File: src/cofg_pkg.sv
// package of constants and types for the close-onto-fault guard
package cofg_pkg;
    localparam int unsigned CLK_HZ = 100_000_000;
    localparam int unsigned MS_TICK_NS = 1_000_000;
    localparam int unsigned CLK_NS = 10;
    localparam int unsigned MS_CYCLES = MS_TICK_NS / CLK_NS;
    localparam int unsigned REL_MAX_MS = 1_800_000;
    localparam logic [20:0] REL_DEFAULT_MS = 21'h0003E8;
    localparam int unsigned LOG_DEPTH = 12;
    localparam int unsigned NUM_REQ = 8;
    localparam int unsigned EVT_W = 3;
    localparam int unsigned CNT_W = 16;
    localparam int unsigned SG_W = 3;
    localparam int unsigned TS_W = 48;
    localparam int unsigned MS_W = 21;
    // event codes, one per transition
    localparam logic [2:0] EV_INIT_ON = 3'h0;
    localparam logic [2:0] EV_INIT_OFF = 3'h1;
    localparam logic [2:0] EV_BLOCK_ON = 3'h2;
    localparam logic [2:0] EV_BLOCK_OFF = 3'h3;
    localparam logic [2:0] EV_ACT_ON = 3'h4;
    localparam logic [2:0] EV_ACT_OFF = 3'h5;
    localparam logic [2:0] EV_TRIP_ON = 3'h6;
    localparam logic [2:0] EV_TRIP_OFF = 3'h7;
    // forced status codes
    localparam logic [1:0] FORCE_NORMAL = 2'h0;
    localparam logic [1:0] FORCE_BLOCKED = 2'h1;
    localparam logic [1:0] FORCE_ACTIVE = 2'h2;
    localparam logic [1:0] FORCE_TRIP = 2'h3;
    // event store selection
    localparam logic [1:0] STORE_NONE = 2'h0;
    localparam logic [1:0] STORE_ON = 2'h1;
    localparam logic [1:0] STORE_OFF = 2'h2;
    localparam logic [1:0] STORE_BOTH = 2'h3;

    typedef enum logic [2:0] {
        ST_NORMAL = 3'h0,
        ST_INIT = 3'h1,
        ST_ACTIVE = 3'h2,
        ST_TRIP = 3'h3,
        ST_BLOCKED = 3'h4
    } cofg_status_t;
endpackage

File: src/cofg_guard.sv
// close-onto-fault guard: arming window, instant trip, events and log
// ----------------------------------------------------------------
// Summary of operation
// ----------------------------------------------------------------
module cofg_guard
    import cofg_pkg::*;
#(
    parameter int unsigned REQ_N = NUM_REQ,
    parameter int unsigned MS_DIV = MS_CYCLES
) (
    // clock and reset
    input wire logic clk,
    input wire logic reset_n,
    // binary inputs
    input wire logic arm_input,
    input wire logic inhibit_input,
    input wire logic [REQ_N-1:0] trip_request_input,
    // settings
    input wire logic [MS_W-1:0] release_time_setting,
    input wire logic [SG_W-1:0] setting_group_select,
    input wire logic force_enable,
    input wire logic [1:0] force_status,
    input wire logic [7:0] store_select,
    input wire logic counter_clear,
    input wire logic [TS_W-1:0] timestamp_ms,
    // outputs
    output logic armed_output,
    output logic trip_output,
    output logic [2:0] status_code,
    output logic [MS_W-1:0] time_remaining,
    output logic [MS_W-1:0] active_elapsed,
    // event stream
    output logic event_valid,
    output logic [EVT_W-1:0] event_code,
    output logic [TS_W-1:0] event_stamp,
    // counters
    output logic [CNT_W-1:0] init_count,
    output logic [CNT_W-1:0] block_count,
    output logic [CNT_W-1:0] active_count,
    output logic [CNT_W-1:0] trip_count,
    // record log read port
    input wire logic [3:0] log_index,
    output logic [TS_W-1:0] log_stamp,
    output logic [EVT_W-1:0] log_code,
    output logic [SG_W-1:0] log_group,
    output logic [MS_W-1:0] log_remaining,
    output logic [MS_W-1:0] log_elapsed,
    output logic [3:0] log_fill
);

    // ----------------------------------------------------------------
    // state
    // ----------------------------------------------------------------
    typedef struct packed {
        logic arm_prev;
        logic armed;
        logic [31:0] div;
        logic [MS_W-1:0] remain;
        logic [MS_W-1:0] elapsed;
        logic [2:0] st;
        logic ev_v;
        logic [EVT_W-1:0] ev_c;
        logic [TS_W-1:0] ev_t;
        logic [CNT_W-1:0] c_init;
        logic [CNT_W-1:0] c_block;
        logic [CNT_W-1:0] c_act;
        logic [CNT_W-1:0] c_trip;
        logic [3:0] wptr;
        logic [3:0] fill;
    } cofg_state_t;

    typedef struct packed {
        logic [TS_W-1:0] t;
        logic [EVT_W-1:0] c;
        logic [SG_W-1:0] g;
        logic [MS_W-1:0] r;
        logic [MS_W-1:0] e;
    } cofg_rec_t;

    cofg_state_t s_reg, s_next;
    cofg_rec_t log_reg [LOG_DEPTH];
    logic log_we;

    // ----------------------------------------------------------------
    // helpers
    // ----------------------------------------------------------------
    function automatic logic [MS_W-1:0] clamp_rel(input logic [MS_W-1:0] v);
        clamp_rel = (v > MS_W'(REL_MAX_MS)) ? MS_W'(REL_MAX_MS) : v;
    endfunction

    function automatic logic stored(input logic [1:0] sel, input logic on);
        stored = on ? sel[0] : sel[1];
    endfunction

    logic req_any;
    logic arm_edge;
    logic ms_tick;
    logic [2:0] raw_st;
    logic [3:0] ev_on;
    logic [3:0] ev_off;
    logic [3:0] st_flags_now;
    logic [3:0] st_flags_old;

    assign req_any = |trip_request_input;
    assign arm_edge = arm_input & ~s_reg.arm_prev;
    assign ms_tick = (s_reg.div == MS_DIV - 1);

    function automatic logic [3:0] flags(input logic [2:0] st);
        flags = {st == ST_TRIP, st == ST_ACTIVE || st == ST_TRIP,
                 st == ST_BLOCKED, st == ST_INIT};
    endfunction

    // ----------------------------------------------------------------
    // next state
    // ----------------------------------------------------------------
    always_comb begin
        s_next = s_reg;
        log_we = 1'b0;
        s_next.arm_prev = arm_input;
        s_next.div = ms_tick ? 32'h0 : s_reg.div + 32'h1;
        s_next.ev_v = 1'b0;
        if (inhibit_input) begin
            s_next.armed = 1'b0;
            s_next.remain = '0;
        end else if (arm_edge) begin
            s_next.armed = 1'b1;
            s_next.remain = clamp_rel(release_time_setting);
            s_next.elapsed = '0;
        end else if (s_reg.armed && ms_tick) begin
            if (s_reg.remain <= MS_W'(1)) begin
                s_next.armed = 1'b0;
                s_next.remain = '0;
            end else begin
                s_next.remain = s_reg.remain - MS_W'(1);
            end
            s_next.elapsed = s_reg.elapsed + MS_W'(1);
        end else if (s_reg.armed && s_reg.remain == '0) begin
            s_next.armed = 1'b0;
        end
        // status
        raw_st = ST_NORMAL;
        if (inhibit_input) begin
            raw_st = ST_BLOCKED;
        end else if (s_next.armed && req_any) begin
            raw_st = ST_TRIP;
        end else if (s_next.armed) begin
            raw_st = ST_ACTIVE;
        end
        if (force_enable) begin
            unique case (force_status)
                FORCE_NORMAL: raw_st = ST_NORMAL;
                FORCE_BLOCKED: raw_st = ST_BLOCKED;
                FORCE_ACTIVE: raw_st = ST_ACTIVE;
                FORCE_TRIP: raw_st = ST_TRIP;
            endcase
        end
        if (arm_edge && raw_st == ST_ACTIVE) begin
            raw_st = ST_INIT;
        end
        s_next.st = raw_st;
        // events: index 0 init, 1 block, 2 active, 3 trip
        st_flags_now = flags(raw_st);
        st_flags_old = flags(s_reg.st);
        ev_on = st_flags_now & ~st_flags_old;
        ev_off = ~st_flags_now & st_flags_old;
        for (int i = 0; i < 4; i++) begin
            if (ev_on[i] && stored(store_select[2*i +: 2], 1'b1)) begin
                s_next.ev_v = 1'b1;
                s_next.ev_c = EVT_W'(2 * i);
                s_next.ev_t = timestamp_ms;
            end else if (ev_off[i] &&
                         stored(store_select[2*i +: 2], 1'b0)) begin
                s_next.ev_v = 1'b1;
                s_next.ev_c = EVT_W'(2 * i + 1);
                s_next.ev_t = timestamp_ms;
            end
        end
        // counters
        if (counter_clear) begin
            s_next.c_init = '0;
            s_next.c_block = '0;
            s_next.c_act = '0;
            s_next.c_trip = '0;
        end
        if (ev_on[0]) s_next.c_init = s_next.c_init + CNT_W'(1);
        if (ev_on[1]) s_next.c_block = s_next.c_block + CNT_W'(1);
        if (ev_on[2]) s_next.c_act = s_next.c_act + CNT_W'(1);
        if (ev_on[3]) s_next.c_trip = s_next.c_trip + CNT_W'(1);
        // log on active on
        if (ev_on[2]) begin
            log_we = 1'b1;
            s_next.wptr = (s_reg.wptr == 4'(LOG_DEPTH - 1)) ?
                          4'h0 : s_reg.wptr + 4'h1;
            if (s_reg.fill != 4'(LOG_DEPTH)) begin
                s_next.fill = s_reg.fill + 4'h1;
            end
        end
    end

    // ----------------------------------------------------------------
    // registers
    // ----------------------------------------------------------------
    always_ff @(posedge clk) begin
        if (!reset_n) begin
            s_reg <= '0;
            s_reg.arm_prev <= 1'b1;
        end else begin
            s_reg <= s_next;
        end
    end

    always_ff @(posedge clk) begin
        if (log_we) begin
            log_reg[s_reg.wptr] <= '{t: timestamp_ms, c: EV_ACT_ON,
                g: setting_group_select, r: s_next.remain,
                e: s_next.elapsed};
        end
    end

    // ----------------------------------------------------------------
    // outputs
    // ----------------------------------------------------------------
    assign status_code = s_reg.st;
    assign armed_output = (s_reg.st == ST_ACTIVE) || (s_reg.st == ST_INIT)
                          || (s_reg.st == ST_TRIP);
    // trip is combinational so a request trips in the same cycle
    assign trip_output = (force_enable && force_status == FORCE_TRIP) ||
        (!force_enable && s_reg.armed && !inhibit_input && req_any);
    assign time_remaining = s_reg.remain;
    assign active_elapsed = s_reg.elapsed;
    assign event_valid = s_reg.ev_v;
    assign event_code = s_reg.ev_c;
    assign event_stamp = s_reg.ev_t;
    assign init_count = s_reg.c_init;
    assign block_count = s_reg.c_block;
    assign active_count = s_reg.c_act;
    assign trip_count = s_reg.c_trip;
    assign log_fill = s_reg.fill;

    always_comb begin
        if (log_index < 4'(LOG_DEPTH) && log_index < s_reg.fill) begin
            log_stamp = log_reg[log_index].t;
            log_code = log_reg[log_index].c;
            log_group = log_reg[log_index].g;
            log_remaining = log_reg[log_index].r;
            log_elapsed = log_reg[log_index].e;
        end else begin
            log_stamp = '0;
            log_code = '0;
            log_group = '0;
            log_remaining = '0;
            log_elapsed = '0;
        end
    end

    // ----------------------------------------------------------------
    // checks
    // ----------------------------------------------------------------
    a_arm_edge_only: assert property (@(posedge clk) disable iff (!reset_n)
        (!s_reg.armed && !arm_edge) |=> !s_reg.armed)
        else $error("armed without rising edge");
    a_trip_instant: assert property (@(posedge clk) disable iff (!reset_n)
        (s_reg.armed && req_any && !inhibit_input && !force_enable)
        |-> trip_output)
        else $error("trip not immediate");
    a_no_trip_idle: assert property (@(posedge clk) disable iff (!reset_n)
        (!s_reg.armed && !force_enable) |-> !trip_output)
        else $error("trip outside window");
    a_inhibit_blocks: assert property (@(posedge clk) disable iff (!reset_n)
        inhibit_input |=> !s_reg.armed)
        else $error("window started while inhibited");
    a_rearm_reload: assert property (@(posedge clk) disable iff (!reset_n)
        (arm_edge && !inhibit_input) |=>
        s_reg.remain == clamp_rel($past(release_time_setting)))
        else $error("release time not reloaded");
    a_remain_limit: assert property (@(posedge clk) disable iff (!reset_n)
        s_reg.remain <= MS_W'(REL_MAX_MS))
        else $error("remaining time above limit");
    a_force_status: assert property (@(posedge clk) disable iff (!reset_n)
        (force_enable && force_status == FORCE_BLOCKED && !arm_edge)
        |=> status_code == ST_BLOCKED)
        else $error("forced status ignored");
    a_count_trip: assert property (@(posedge clk) disable iff (!reset_n)
        (ev_on[3] && !counter_clear) |=>
        trip_count == $past(trip_count) + CNT_W'(1))
        else $error("trip counter missed event");
    a_log_fill: assert property (@(posedge clk) disable iff (!reset_n)
        s_reg.fill <= 4'(LOG_DEPTH))
        else $error("log overfilled");
endmodule // cofg_guard

File: config.mk
export PLATFORM = sky130hd
export DESIGN_NAME = cofg_guard
export DESIGN_NICKNAME = d
export VERILOG_FILES = /design/src/cofg_pkg.sv /design/src/cofg_guard.sv
export SDC_FILE = /design/constraint.sdc
export NUM_CORES = 1
export LEC_CHECK = 0
export CAP_MARGIN = 10
export CORE_MARGIN = 1.5
export CORE_UTILIZATION = 40
export DETAILED_ROUTE_END_ITERATION = 6
export DONT_BUFFER_PORTS = 1
export PLACE_DENSITY = 0.63
export SYNTH_ARGS = -nofsm -noshare
export SYNTH_HDL_FRONTEND = slang
export SYNTH_SLANG_ARGS = --single-unit
File: constraint.sdc
create_clock -name clk -period 15.2 [get_ports clk]
set_input_delay 3.04 -clock clk [delete_from_list [all_inputs] [get_ports clk]]
set_output_delay 3.04 -clock clk [all_outputs]
set_load 0.01 [all_outputs]
# ---- Yosys cells after proc, flatten, opt, wreduce, memory -nomap -nowiden
# Memory sizes are Yosys's and may differ from the RTL's.
# Cells that the tools add are included.
dict set report word_totals {
  memories 1
  register_bits 203
  input_bits 100
  ramBits 1116
  output_inout_bits 263
  word_cells 123
}
# memory depth word_bits rd rd_clocked_by_memory_dff wr line
set memory_table {}
lappend memory_table {log_reg 12 93 1 0 1 cofg_guard.sv:81} ;# cofg_rec_t log_reg [LOG_DEPTH];
dict set report op_classes {
  n_addsub 9
  n_reduce_logical 32
  bitwise_logic 7
  order_cmp 4
  muxes 39
  n_eq_ne 15
}
# cell count
set op_table {}
lappend op_table {{52-bit 2-to-1 mux} 8}
lappend op_table {{21-bit 2-to-1 mux} 6}
lappend op_table {{42-bit 2-to-1 mux} 2}
lappend op_table {{16-bit by 1-bit adder with 16-bit output, second input constant} 4}
lappend op_table {{16-bit 2-to-1 mux} 4}
lappend op_table {{64-bit 2-to-1 mux} 1}
lappend op_table {{48-bit 2-to-1 mux} 1}
lappend op_table {{32-bit by 1-bit adder with 32-bit output, second input constant} 1}
lappend op_table {{32-bit by 17-bit equality test with 1-bit output, second input constant} 1}
lappend op_table {{21-bit by 1-bit adder with 21-bit output, second input constant} 1}
lappend op_table {{21-bit > comparator, second input constant} 1}
lappend op_table {{21-bit by 1-bit <= comparator with 1-bit output, second input constant} 1}
lappend op_table {{21-bit zero test} 1}
lappend op_table {{21-bit by 1-bit subtractor with 21-bit output, second input constant} 1}
lappend op_table {{1-bit logical AND} 17}
lappend op_table {{3-bit by 2-bit equality test with 1-bit output, second input constant} 5}
lappend op_table {{3-bit 2-to-1 mux} 5}
lappend op_table {{3-bit case mux with 4 select lines} 1}
lappend op_table {{4-bit by 1-bit adder with 4-bit output, second input constant} 2}
lappend op_table {{4-bit AND} 2}
lappend op_table {{1-bit 2-to-1 mux} 8}
lappend op_table {{4-bit NOT} 2}
lappend op_table {{8-bit nonzero test} 1}
lappend op_table {{8-bit OR reduction} 1}
lappend op_table {{other kinds (18)} 29}

# ---- Logic depth before layout (Yosys ltp)
# Gate-level depths: netlist of the first run.
dict set report depth {
  word_depth 26
  depth_mapped 10
  depth_no_buf 8
}

# ---- Worst setup path after synthesis of the first run
# OpenSTA, ideal clock, no wires.
dict set report synth_path {
  kind {in2reg}
  startpoint {in inhibit_input}
  endpoint {mem log_reg[3][0] in the netlist's numbering, enable pin}
  stages 7
  setup_slack_ps 3609
  setup_time_ps 661
  t_arrival_ps 10930
  required_time_ps 14539
  n_path_buf 1
  cell_sequence {clkbuf_1 nor3b_1 nor2_1 nand3_1 o31ai_4 or3b_2 nor3_1}
}
dict set report synth_between {
  elab_chain_len 14
  word_cells_on_any_way 16
  classes_between {eq/ne: 3; mux: 9; bitwise: 1; reduce/logical: 3}
}
# element line
set synth_rtl {}
lappend synth_rtl {{from (decl)} cofg_guard.sv:16} ;# input wire logic inhibit_input,
lappend synth_rtl {{1-bit 2-to-1 mux} cofg_guard.sv:122} ;# if (inhibit_input) begin
lappend synth_rtl {{2-bit 2-to-1 mux / 1-bit logical AND (equally long branches)} {cofg_guard.sv:146, cofg_guard.sv:144}}
lappend synth_rtl {{2-bit 2-to-1 mux} cofg_guard.sv:144} ;# end else if (s_next.armed && req_any) begin
lappend synth_rtl {{3-bit 2-to-1 mux *} cofg_guard.sv:142} ;# if (inhibit_input) begin
lappend synth_rtl {{3-bit 2-to-1 mux *} cofg_guard.sv:149} ;# if (force_enable) begin
lappend synth_rtl {{3-bit by 2-bit equality test with 1-bit output} cofg_guard.sv:157} ;# if (arm_edge && raw_st == ST_ACTIVE) begin
lappend synth_rtl {{1-bit logical AND} cofg_guard.sv:157}
lappend synth_rtl {{3-bit 2-to-1 mux *} cofg_guard.sv:157}
lappend synth_rtl {{3-bit by 2-bit equality test with 1-bit output} cofg_guard.sv:109} ;# flags = {st == ST_TRIP, st == ST_ACTIVE || st == ST_TRIP,
lappend synth_rtl {{1-bit logical OR *} cofg_guard.sv:109}
lappend synth_rtl {{4-bit AND *} cofg_guard.sv:164} ;# ev_on = st_flags_now & ~st_flags_old;
lappend synth_rtl {{1-bit 2-to-1 mux *} cofg_guard.sv:190} ;# if (ev_on[2]) begin
lappend synth_rtl {{1-bit 2-to-1 mux *} cofg_guard.sv:213} ;# if (log_we) begin
lappend synth_rtl {{1-bit 2-to-1 mux (implied by the code) *} cofg_guard.sv:214} ;# log_reg[s_reg.wptr] <= '{t: timestamp_ms, c: EV_ACT_ON,
lappend synth_rtl {{to (decl)} cofg_guard.sv:81}
# Every way passes the cells marked *; elsewhere a longest branch is shown, timed or not.

# ---- Worst setup path after layout of the first run
dict set report layout_path {
  startpoint {in log_index[1]}
  endpoint {out log_remaining[0]}
}
dict set report layout_between {
  elab_chain_len 3
  word_cells_on_any_way 5
  classes_between {order compare: 2; mux: 1; reduce/logical: 1; memory: 1}
}
# element line
set layout_rtl {}
lappend layout_rtl {{from (decl)} cofg_guard.sv:42} ;# input wire logic [3:0] log_index,
lappend layout_rtl {{4-bit less-than comparator} cofg_guard.sv:241} ;# if (log_index < 4'(LOG_DEPTH) && log_index < s_reg.fill) begin
lappend layout_rtl {{1-bit logical AND} cofg_guard.sv:241}
lappend layout_rtl {{21-bit 2-to-1 mux *} cofg_guard.sv:241}
lappend layout_rtl {{to (decl)} cofg_guard.sv:46} ;# output logic [MS_W-1:0] log_remaining,
# Marks and branches as above.

==> results of run 1 <==
[power groups by stage]
stage          clock network [uW]  logic [uW]  registers, uW
6_report                     3430         292           3990
2_1_floorplan                   0         299           4060
3_3_place_gp                    0         291           4070
4_1_cts                      3510         294           3990
5_1_grt                      3650         312           4000
3_5_place_dp                    0         293           4070
[stage by stage]
step | power [uW] | utilization (%)
floorplan | 4360 | -
global placement | 4360 | 40.9
global route | 7960 | 44.3
detailed placement | 4360 | 40.9
finish | 7710 | 44.3
CTS | 7800 | 44.3
[worst reg2reg max path, cell delays in order (launching register included)]
cell     delay, ns
dfxtp_1       0.36
nor4_1        0.29
nand3_1       0.45
nor4_4        0.68
o31ai_4       0.20
nor2_1        0.50
nand2_1       0.31
nor2_4        0.40
buf_4         0.87
buf_4         0.74
[kinds of logic (layout without fill, tap and decap cells)]
logic type | after synthesis | count (layout) | share of synthesized area (%)
multiplexers | 429 | 429 | 14.5
adder cells (fa/ha/maj) | 18 | 18 | 0.421
flip-flops | 1319 | 1319 | 70.2
AND/OR/NAND/NOR | 806 | 806 | 6.93
other | 1 | 3 | 0.00700
buffers and inverters | 360 | 337 | 3.72
XOR/XNOR | 110 | 110 | 1.80
AO/OA/AOI/OAI | 216 | 216 | 2.41
[layer usage]
metal / global-route usage, % / up-vias / share of wire, %
li1: - / 12100 / -
met1: 24.8 / 14300 / 44
met2: 29.1 / 799 / 47
met3: 4.55 / 173 / 6.8
met4: 5.50 / 0 / 2.3
met5: 0 / - / 0
[worst max-delay path by stage]
| stage | startpoint | to | slack, ns |
|---|---|---|---|
| after CTS | log_index[1] | log_remaining[3] | 6.87 |
| after global routing | log_index[1] | log_remaining[7] | 6.79 |
| after floorplan | inhibit_input | log_reg[3][0] | 3.61 |
| after detailed placement | log_index[1] | log_remaining[3] | 6.87 |
| after global placement | log_index[1] | log_remaining[1] | 6.90 |
| final | log_index[1] | log_remaining[0] | 6.83 |
[layout make-up]
class / count / area (sq um) / share of cell area [%]
Clock inverter: 72 / 769 / 1.30
Inverter: 35 / 131 / 0.223
Multi-Input combinational cell: 1581 / 14100 / 23.9
Tap cell: 1768 / 2210 / 3.75
Timing Repair Buffer: 46 / 355 / 0.602
Antenna cell: 1 / 2.50 / 0.00424
Clock buffer: 184 / 3840 / 6.50
Sequential cell: 1319 / 37600 / 63.7
[cell usage in the layout, fill, tap and decap left out, types with 18 or more instances in the layout]
cell       count
a21oi_1      137
and3_1        26
buf_4         44
clkbuf_1      33
clkbuf_16    146
clkinv_1      24
dfxtp_1      203
edfxtp_1    1116
ha_1          18
inv_1         34
mux2i_1      148
mux4_2       279
nand2_1      168
nand3_1       45
nand4_1       23
nor2_1       369
nor2b_1       26
nor3_1        37
xnor2_1       71
xor2_1        39
==> results.tsv, run 1 <==
stage	metric	value	unit
status	status	finished, violations left	
status	failing checks	slew limit	
worst_setup_path	Largest stage delay, worst path	0.67	ns
power_and_ir_drop	Cell Pwr Density	131	mW/mm^2
global_route	All-Layer GR Usage	18.3	%
worst_setup_path	slowest cell on the critical path	mux4_2	
power_and_ir_drop	Clk pwr share	44.4	%
route	Vias/cell	5.47	
cts	CTS tree	done	
place	Port Buffers	0	
cts	H-tree Lvls	4	
sta	unrepaired setup endpoints after global routing	no	
cts	Post-CTS Hold Buffers	0	
place	cell total after placement	4747	
power_and_ir_drop	Pint	6100	uW
sta	Final Hold Fails	0	
sta	max-slew violation count	105	
worst_setup_path	CP required	12.16	ns
worst_setup_path	Crit Path Max Fanout	280	
logic_synthesis	FF+latch count, synth	1319	
die	Ports	363	
power_and_ir_drop	combinational share of power	3.8	%
worst_setup_path	critical path launch point type	input pin	
place	area post-placement	0.0544	sq mm
worst_setup_path	CP Cell Sequence	mux4_2, mux2i_1, nor2_1, a21oi_1, nor2_1	
sta	fmax	120	MHz
cts	cts repair resizes	0	
power_and_ir_drop	Psw	1620	uW
cts	maximum clock path buffer count	3	
worst_hold_path	Hold WC Path Type	register to register	
worst_setup_path	reg2reg setup slack	9.99	ns
die	Die Area	0.136	sq mm
worst_hold_path	hold worst-path end	s_reg[169]	
route	routed wire length	125000	um
logic_synthesis	most frequent cell after synthesis	edfxtp_1	
sta	Setup TNS Final	0	ns
sta	Worst Slack Setup Final	6.83	ns
cells_and_area	synth-to-layout area growth	10.2	%
cts	clock transition at the registers of the reported paths	0.06	ns
worst_setup_path	reg-to-reg critical path endpoint	log_reg[4][89]	
die	die width	369	um
logic_synthesis	EDFF count, synth	1116	
logic_synthesis	leading area contributor after synthesis	edfxtp_1	
logic_synthesis	post-synthesis async set-or-reset flop share	0	%
logic_synthesis	post-synthesis sequential area ratio	70.2	%
cells_and_area	fraction of layout cells with a size suffix above 1	17.4	%
sta	Slew headroom	-14.0	%
global_route	gr ovfl total	0	
place	pre-CTS WS	6.87	ns
worst_setup_path	CP bufs+invs	0	
cells_and_area	design area	0.0590	sq mm
route	First DRT Iteration DRCs	2315	
power_and_ir_drop	Reg power frac	51.8	%
cts	insertion delay to the later sink of the worst-skew pair	0.78	ns
global_route	first-pass GRT wire length	184000	um
place	routability congestion estimate	0.813	
worst_setup_path	R2R Path Start	s_reg[194]	
worst_hold_path	hold depth	1	
cells_and_area	final net count	3244	
sta	min cycle time layout	8.37	ns
sta	measured slew at the worst slew-check pin	1.71	ns
sta	final period utilization	55.0	%
worst_hold_path	hold wc startpoint	s_reg[169]	
die	chip height	369	um
cts	TritonCTS Buffers	143	
worst_setup_path	CP top delay family	multiplexers	
cells_and_area	max reg flops	1116	
global_route	vias in the first global route	28100	
sta	# setup viols final	0	
power_and_ir_drop	Switching Fraction	21.0	%
global_route	initial antenna violation count	0	
worst_setup_path	Worst Setup Path Type	input pin to output pin	
logic_synthesis	synth top area cells	edfxtp_1, mux4_2, dfxtp_1, mux2i_1, nor2_1	
worst_setup_path	most used cell, CP	nor2_1	
logic_synthesis	Mapped Avg Cell Area	16.4	sq um
die	Placeable Area	0.133	sq mm
job	Max Cap Viol	0	
worst_setup_path	CP endpoint kind	output pin	
sta	clock skew	0.0366	ns
cells_and_area	Final Non-Filler Cells	5006	
route	DRT antenna net count	0	
die	Initial Util	40.2	%
route	Routed WL per cell	24.9	um
logic_synthesis	Distinct cells, synth	71	
power_and_ir_drop	Lkg Pwr	0.0189	uW
route	Remaining DRCs	0	
logic_synthesis	post-synthesis cell area	0.0536	sq mm
power_and_ir_drop	Peak VDD IR	89.1	uV
logic_synthesis	Synth top cells by count	edfxtp_1, nor2_1, mux4_2	
global_route	largest net degree at the start of global routing	281	
route	total number of vias	27400	
worst_setup_path	FF-to-FF path depth	9	
logic_synthesis	YS warnings	0	
cells_and_area	number of fill cells	11600	
worst_setup_path	Worst Path Arrival	5.33	ns
route	first drt pass iteration count	5	
logic_synthesis	Yosys top cell area share	62.6	%
cts	post-CTS setup buffer count	0	
logic_synthesis	ys flop type	edfxtp_1	
cts	CTS sink cnt	1319	
cts	Root Buffer	clkbuf_16	
logic_synthesis	Syn Inst Count	3259	
sta	Min Hold Slack	0.482	ns
place	DP Wirelength	67900	um
die	FP Rows	134	
worst_setup_path	WP depth	5	
Power figures use the tool's default switching activity.
==> inputs of run 2 (changes only) <==
Settings changed: PLACE_DENSITY 0.63 to 0.65.
Clock period 15.2 ns to 7.6 ns, I/O delays scaled along.
==> results.tsv, run 2 (same netlist as run 1, synthesis figures left out) <==
stage	metric	value	unit	change
die	Ports	363		unchanged
worst_setup_path	CP top delay family	compound AO/OA/AOI/OAI gates		was multiplexers
cts	H-tree Lvls	4		unchanged
sta	min cycle time layout	5.21	ns	
route	first drt pass iteration count	5		unchanged
power_and_ir_drop	Lkg Pwr	0.0189	uW	about the same
cells_and_area	commonest non-fill, non-tap cell in the layout	edfxtp_1		unchanged
worst_setup_path	slowest cell on the critical path	a221o_4		was mux4_2
status	status	finished clean		was finished, violations left
route	routed wire length	123000	um	was 125000 um
die	die width	369	um	unchanged
global_route	met3 usage	4.95	%	was 4.55%
worst_setup_path	Worst Setup Path Type	input pin to output pin		unchanged
cts	maximum clock path buffer count	3		unchanged
power_and_ir_drop	Cell Pwr Density	261	mW/mm^2	was 131 mW/mm^2
worst_setup_path	CP required	6.08	ns	was 12.16 ns
cts	TritonCTS Buffers	143		unchanged
place	routability congestion estimate	0.832		was 0.813
place	DP Wirelength	66700	um	was 67900 um
cells_and_area	synth-to-layout area growth	10.4	%	was 10.2%
die	Initial Util	40.2	%	unchanged
sta	fmax	192	MHz	
worst_hold_path	Hold WC Path Type	register to register		unchanged
cells_and_area	max reg flops	1116		unchanged
cts	Root Buffer	clkbuf_16		unchanged
worst_setup_path	CP endpoint kind	output pin		unchanged
cts	CTS sink cnt	1319		unchanged
worst_setup_path	CP Cell Sequence	o21ai_0, nand2b_1, a21o_1, a221o_4, buf_4, nor2_1		was mux4_2, mux2i_1, nor2_1, a21oi_1, nor2_1
worst_setup_path	Worst Path Arrival	3.69	ns	was 5.33 ns
sta	Slew headroom	18.3	%	was -14.0%
worst_setup_path	CP bufs+invs	1		was 0
worst_setup_path	Crit Path Max Fanout	280		unchanged
sta	Min Hold Slack	0.460	ns	was 0.482 ns
die	Die Area	0.136	sq mm	unchanged
sta	measured slew at the worst slew-check pin	1.22	ns	was 1.71 ns
worst_setup_path	Largest stage delay, worst path	0.59	ns	was 0.67 ns
place	Port Buffers	0		unchanged
job	Max Cap Viol	0		unchanged
cts	insertion delay to the later sink of the worst-skew pair	0.78	ns	about the same
die	Placeable Area	0.133	sq mm	unchanged
cts	Post-CTS Hold Buffers	0		unchanged
sta	Setup TNS Final	0	ns	unchanged
place	pre-CTS WS	2.33	ns	was 6.87 ns
power_and_ir_drop	Peak VDD IR	208	uV	was 89.1 uV
die	FP Rows	134		unchanged
route	First DRT Iteration DRCs	2206		was 2315
global_route	first-pass GRT wire length	182000	um	was 184000 um
cells_and_area	fraction of layout cells with a size suffix above 1	17.4	%	about the same
sta	Worst Slack Setup Final	2.39	ns	was 6.83 ns
global_route	All-Layer GR Usage	18.0	%	was 18.3%
route	total number of vias	27200		was 27.4k
cts	post-CTS setup buffer count	0		unchanged
sta	clock skew	0.0301	ns	was 0.0366 ns
sta	unrepaired setup endpoints after global routing	no		unchanged
global_route	initial antenna violation count	4		was 0
global_route	vias in the first global route	27900		was 28.1k
global_route	GRT Max-Usage Layer	met2		unchanged
cts	clock transition at the registers of the reported paths	0.06	ns	about the same
sta	max-slew violation count	0		was 105
global_route	gr ovfl total	0		unchanged
route	Vias/cell	5.45		was 5.47
global_route	M1 GR Usage	24.0	%	was 24.8%
worst_setup_path	critical path launch point type	input pin		unchanged
cells_and_area	final net count	3234		was 3244
sta	Final Hold Fails	0		unchanged
cts	CTS tree	done		unchanged
die	chip height	369	um	unchanged
sta	# setup viols final	0		unchanged
route	Remaining DRCs	0		unchanged
cells_and_area	most frequent cells in the layout	edfxtp_1, nor2_1, mux4_2		unchanged
route	DRT antenna net count	0		unchanged
global_route	largest net degree at the start of global routing	281		unchanged
cells_and_area	number of diodes	0		was 1
sta	final period utilization	68.6	%	
cts	cts repair resizes	0		unchanged
route	Routed WL per cell	24.6	um	was 24.9 um
global_route	grt met2 use	28.9	%	was 29.1%
==> run 2: cell types whose count changed in the layout (fill, tap and decap cells not counted), moves of 3 or more <==
cell / previous run / this run
clkinv_2: 14 / 21
buf_4: 44 / 25
nor3_2: 4 / 1
clkbuf_16: 146 / 149
buf_12: 1 / 9
nor3_4: 0 / 4
clkbuf_1: 33 / 39
clkinv_1: 24 / 15
==> run 2: layout make-up <==
class | count | area [sq um]
clock buffers | 194 | 3960
fillers | 11500 | 74000
multi-input cells | 1581 | 14200
flip-flops and latches | 1319 | 37600
well taps | 1768 | 2210
inverters | 35 | 131
repair buffers | 36 | 380
clock inverters | 69 | 718
==> run 2: where the power goes <==
part	internal [uW]	switching [uW]
Combinational	268	313
Clock	4020	2830
Sequential	7920	65.4
==> run 2: metrics by stage <==
stage          area, sq um  total power (uW)  instances  utilization [%]
3_3_place_gp         54400              8720       4736             40.9
6_report             59100             15400       5002             44.4
3_5_place_dp         54400              8730       4737             40.9
4_1_cts              59100             15600       5000             44.4
5_1_grt              59100             15900       5002             44.4
2_1_floorplan        53600              8710       3260                -
==> run 2: routing by layer <==
| layer | vias to the layer above | share of wire [%] |
|---|---|---|
| met5 | - | 0.011 |
| met4 | 2 | 2.0 |
| met3 | 182 | 7.2 |
| met2 | 797 | 47 |
| met1 | 14200 | 43 |
| li1 | 12000 | - |
==> run 2: path summary, 6_finish.rpt <==
| path | slack [ns] | end | from | cells after the start |
|---|---|---|---|---|
| max | 2.39 | log_elapsed[15] | log_index[0] | 6 |
| min | 0.46 | s_reg[169] | s_reg[169] | 1 |
| max reg2reg | 2.93 | log_reg[6][71] | s_reg[194] | 8 |
| min reg2reg | 0.46 | s_reg[169] | s_reg[169] | 1 |
==> inputs of run 3 (changes only) <==
Settings changed: ABC_AREA from default to 1, PLACE_DENSITY 0.65 to 0.63.
Clock period 7.6 ns to 4.8 ns, I/O delays scaled along.
==> results.tsv, run 3 <==
stage	metric	value	unit	change
status	status	finished, violations left		was finished clean
status	failing checks	setup timing		
power_and_ir_drop	Cell Pwr Density	392	mW/mm^2	was 261 mW/mm^2
cts	Root Buffer	clkbuf_16		unchanged
sta	max-slew violation count	0		unchanged
place	routability congestion estimate	0.902		was 0.832
global_route	largest net degree at the start of global routing	560		was 281
global_route	first-pass GRT wire length	223000	um	was 182000 um
sta	fmax	197	MHz	
place	Port Buffers	0		unchanged
cts	clock transition at the registers of the reported paths	0.06	ns	about the same
die	die width	377	um	was 369 um
sta	measured slew at the worst slew-check pin	1.33	ns	was 1.22 ns
worst_setup_path	CP endpoint kind	output pin		unchanged
logic_synthesis	Syn Inst Count	5068		was 3259
worst_setup_path	Worst Path Arrival	4.12	ns	was 3.69 ns
cts	CTS sink cnt	1319		unchanged
cells_and_area	fraction of layout cells with a size suffix above 1	10.4	%	was 17.4%
sta	Final Hold Fails	0		unchanged
logic_synthesis	Yosys top cell area share	59.8	%	was 62.6%
worst_hold_path	Hold WC Path Type	input pin to register		was register to register
sta	min cycle time layout	5.08	ns	
logic_synthesis	leading area contributor after synthesis	edfxtp_1		unchanged
worst_setup_path	R2R Path Start	time_remaining[1]		was s_reg[194]
route	Vias/cell	5.43		was 5.45
cts	Post-CTS Hold Buffers	0		unchanged
worst_setup_path	Crit Path Max Fanout	559		was 280
route	DRT antenna net count	0		unchanged
cts	TritonCTS Buffers	143		unchanged
power_and_ir_drop	Peak VDD IR	274	uV	was 208 uV
die	Ports	363		unchanged
sta	final period utilization	106	%	
cts	insertion delay to the later sink of the worst-skew pair	0.79	ns	was 0.78 ns
logic_synthesis	most frequent cell after synthesis	edfxtp_1		unchanged
sta	Slew headroom	11.3	%	was 18.3%
logic_synthesis	synth top area cells	edfxtp_1, dfxtp_1, nand2_1, nor2_1, o21ai_0		was edfxtp_1, mux4_2, dfxtp_1, mux2i_1, nor2_1
global_route	gr ovfl total	0		unchanged
worst_setup_path	critical path launch point type	input pin		unchanged
die	chip height	377	um	was 369 um
logic_synthesis	EDFF count, synth	1116		unchanged
die	FP Rows	137		was 134
cts	H-tree Lvls	4		unchanged
worst_setup_path	critical path launch point	log_index[0]		unchanged
cells_and_area	final net count	5043		was 3234
logic_synthesis	post-synthesis async set-or-reset flop share	0	%	unchanged
die	Die Area	0.142	sq mm	was 0.136 sq mm
global_route	initial antenna violation count	2		was 4
die	Initial Util	40.2	%	about the same
global_route	All-Layer GR Usage	20.6	%	was 18.0%
place	DP Wirelength	84900	um	was 66700 um
route	total number of vias	37600		was 27.2k
route	First DRT Iteration DRCs	3318		was 2206
sta	Worst Slack Setup Final	-0.284	ns	was 2.39 ns
route	Routed WL per cell	21.5	um	was 24.6 um
logic_synthesis	FF+latch count, synth	1319		unchanged
logic_synthesis	Distinct cells, synth	51		was 71
cells_and_area	most frequent cells in the layout	edfxtp_1, nand2_1, nor2_1		was edfxtp_1, nor2_1, mux4_2
cells_and_area	synth-to-layout area growth	11.2	%	was 10.4%
logic_synthesis	ys flop type	edfxtp_1		unchanged
worst_setup_path	CP required	3.84	ns	was 6.08 ns
power_and_ir_drop	Lkg Pwr	0.0213	uW	was 0.0189 uW
logic_synthesis	YS warnings	0		unchanged
route	Remaining DRCs	0		unchanged
logic_synthesis	post-synthesis cell area	0.0560	sq mm	was 0.0536 sq mm
route	routed wire length	149000	um	was 123000 um
cts	maximum clock path buffer count	3		unchanged
route	first drt pass iteration count	6		was 5
sta	# setup viols final	78		was 0
die	Placeable Area	0.139	sq mm	was 0.133 sq mm
logic_synthesis	Mapped Avg Cell Area	11.0	sq um	was 16.4 sq um
cells_and_area	commonest non-fill, non-tap cell in the layout	edfxtp_1		unchanged
logic_synthesis	Synth top cells by count	edfxtp_1, nand2_1, nor2_1		was edfxtp_1, nor2_1, mux4_2
sta	unrepaired setup endpoints after global routing	no		unchanged
job	Max Cap Viol	0		unchanged
sta	clock skew	0.0390	ns	was 0.0301 ns
cts	CTS tree	done		unchanged
worst_setup_path	Worst Setup Path Type	input pin to output pin		unchanged
place	pre-CTS WS	0.301	ns	was 2.33 ns
global_route	vias in the first global route	36400		was 27.9k
cells_and_area	max reg flops	1116		unchanged
logic_synthesis	post-synthesis sequential area ratio	67.1	%	was 70.2%
cells_and_area	Final Util	44.7	%	was 44.4%
worst_hold_path	hold wc startpoint	inhibit_input		was s_reg[169]
==> run 3: cell types whose count changed after synthesis, moves of 93 or more <==
cell      before  now
nand2_1      168  967
nor2_1       377  513
inv_1         34  277
o21ai_0       15  309
a21oi_1      137  290
o221a_2        0   93
nor3_1        41  208
nand3_1       45  224
mux2i_1      148    0
mux4_2       279    0
clkbuf_1     127  260
==> run 3: repair_timing <==
action                                  CTS  global route
buffers inserted                          0             3
endpoints found under the setup margin    5            14
hold endpoints to repair                  0             0
gates resized for setup                   2             4
==> run 3: power breakdown <==
part | internal (uW) | switching, uW | total, uW
sequential | 12500 | 109 | 12600
combinational | 441 | 838 | 1280
clock | 5970 | 4520 | 10500
==> run 3: per-layer routing <==
metal  routed length (um)  share of wire, %  GRT usage, %  vias up
met5                   26             0.017             0        -
li1                     -                 -             -    17600
met4                 3400               2.3          6.09        4
met2                71200                48          34.2     1223
met3                10900               7.3          4.99      219
met1                63100                42          26.5    18500
==> run 3: cell type report <==
cell class / count / area (sq um)
well taps: 1876 / 2350
inverters: 289 / 1110
flip-flops and latches: 1319 / 37600
clock buffers: 193 / 3870
fillers: 12700 / 76900
clock inverters: 67 / 566
repair buffers: 173 / 1660
diodes: 1 / 2.50
multi-input cells: 2999 / 15100
==> run 3: per-stage QoR <==
| step | std cells | power, uW | TNS, ns | area (sq um) | hold slack (ns) |
|---|---|---|---|---|---|
| finish | 6917 | 24400 | -8.03 | 62300 | 0.253 |
| floorplan | 5069 | 13900 | -22.10 | 56200 | 0.418 |
| global route | 6916 | 25200 | 0 | 62300 | 0.212 |
| CTS | 6912 | 24600 | -0.0362 | 62200 | 0.184 |
| detailed placement | 6652 | 14200 | 0 | 57700 | 0.441 |
| global placement | 6652 | 14100 | 0 | 57700 | 0.429 |
==> run 3: path summary, 6_finish.rpt <==
kind                                     endpoint  slack (ns)  depth (start not counted)
worst min register to register         s_reg[169]        0.45                          1
worst max register to register     log_reg[3][81]        0.65                         16
worst max-delay path               log_elapsed[6]       -0.28                          9
worst min-delay path            time_remaining[0]        0.25                          1
==> run 3: cell families after synthesis <==
| kind of cell | after synthesis | synth area share [%] |
|---|---|---|
| buffers and inverters | 751 | 6.20 |
| DFF | 1319 | 67.1 |
| and+or+nand+nor | 2037 | 15.3 |
| xor gates and xnor gates | 40 | 0.626 |
| other | 1 | 0.00670 |
| AOI/OAI and AO/OA | 902 | 10.3 |
| adders and majority gates | 18 | 0.402 |
==> run 3: worst max-delay path, cell delays in order <==
cell and delay, ns:
inv_8 0.62, buf_12 0.50, buf_4 0.37, nand2_1 0.08
a32o_1 0.22, o21ai_0 0.15, a31oi_1 0.06, nor3_1 0.25
buf_4 0.18
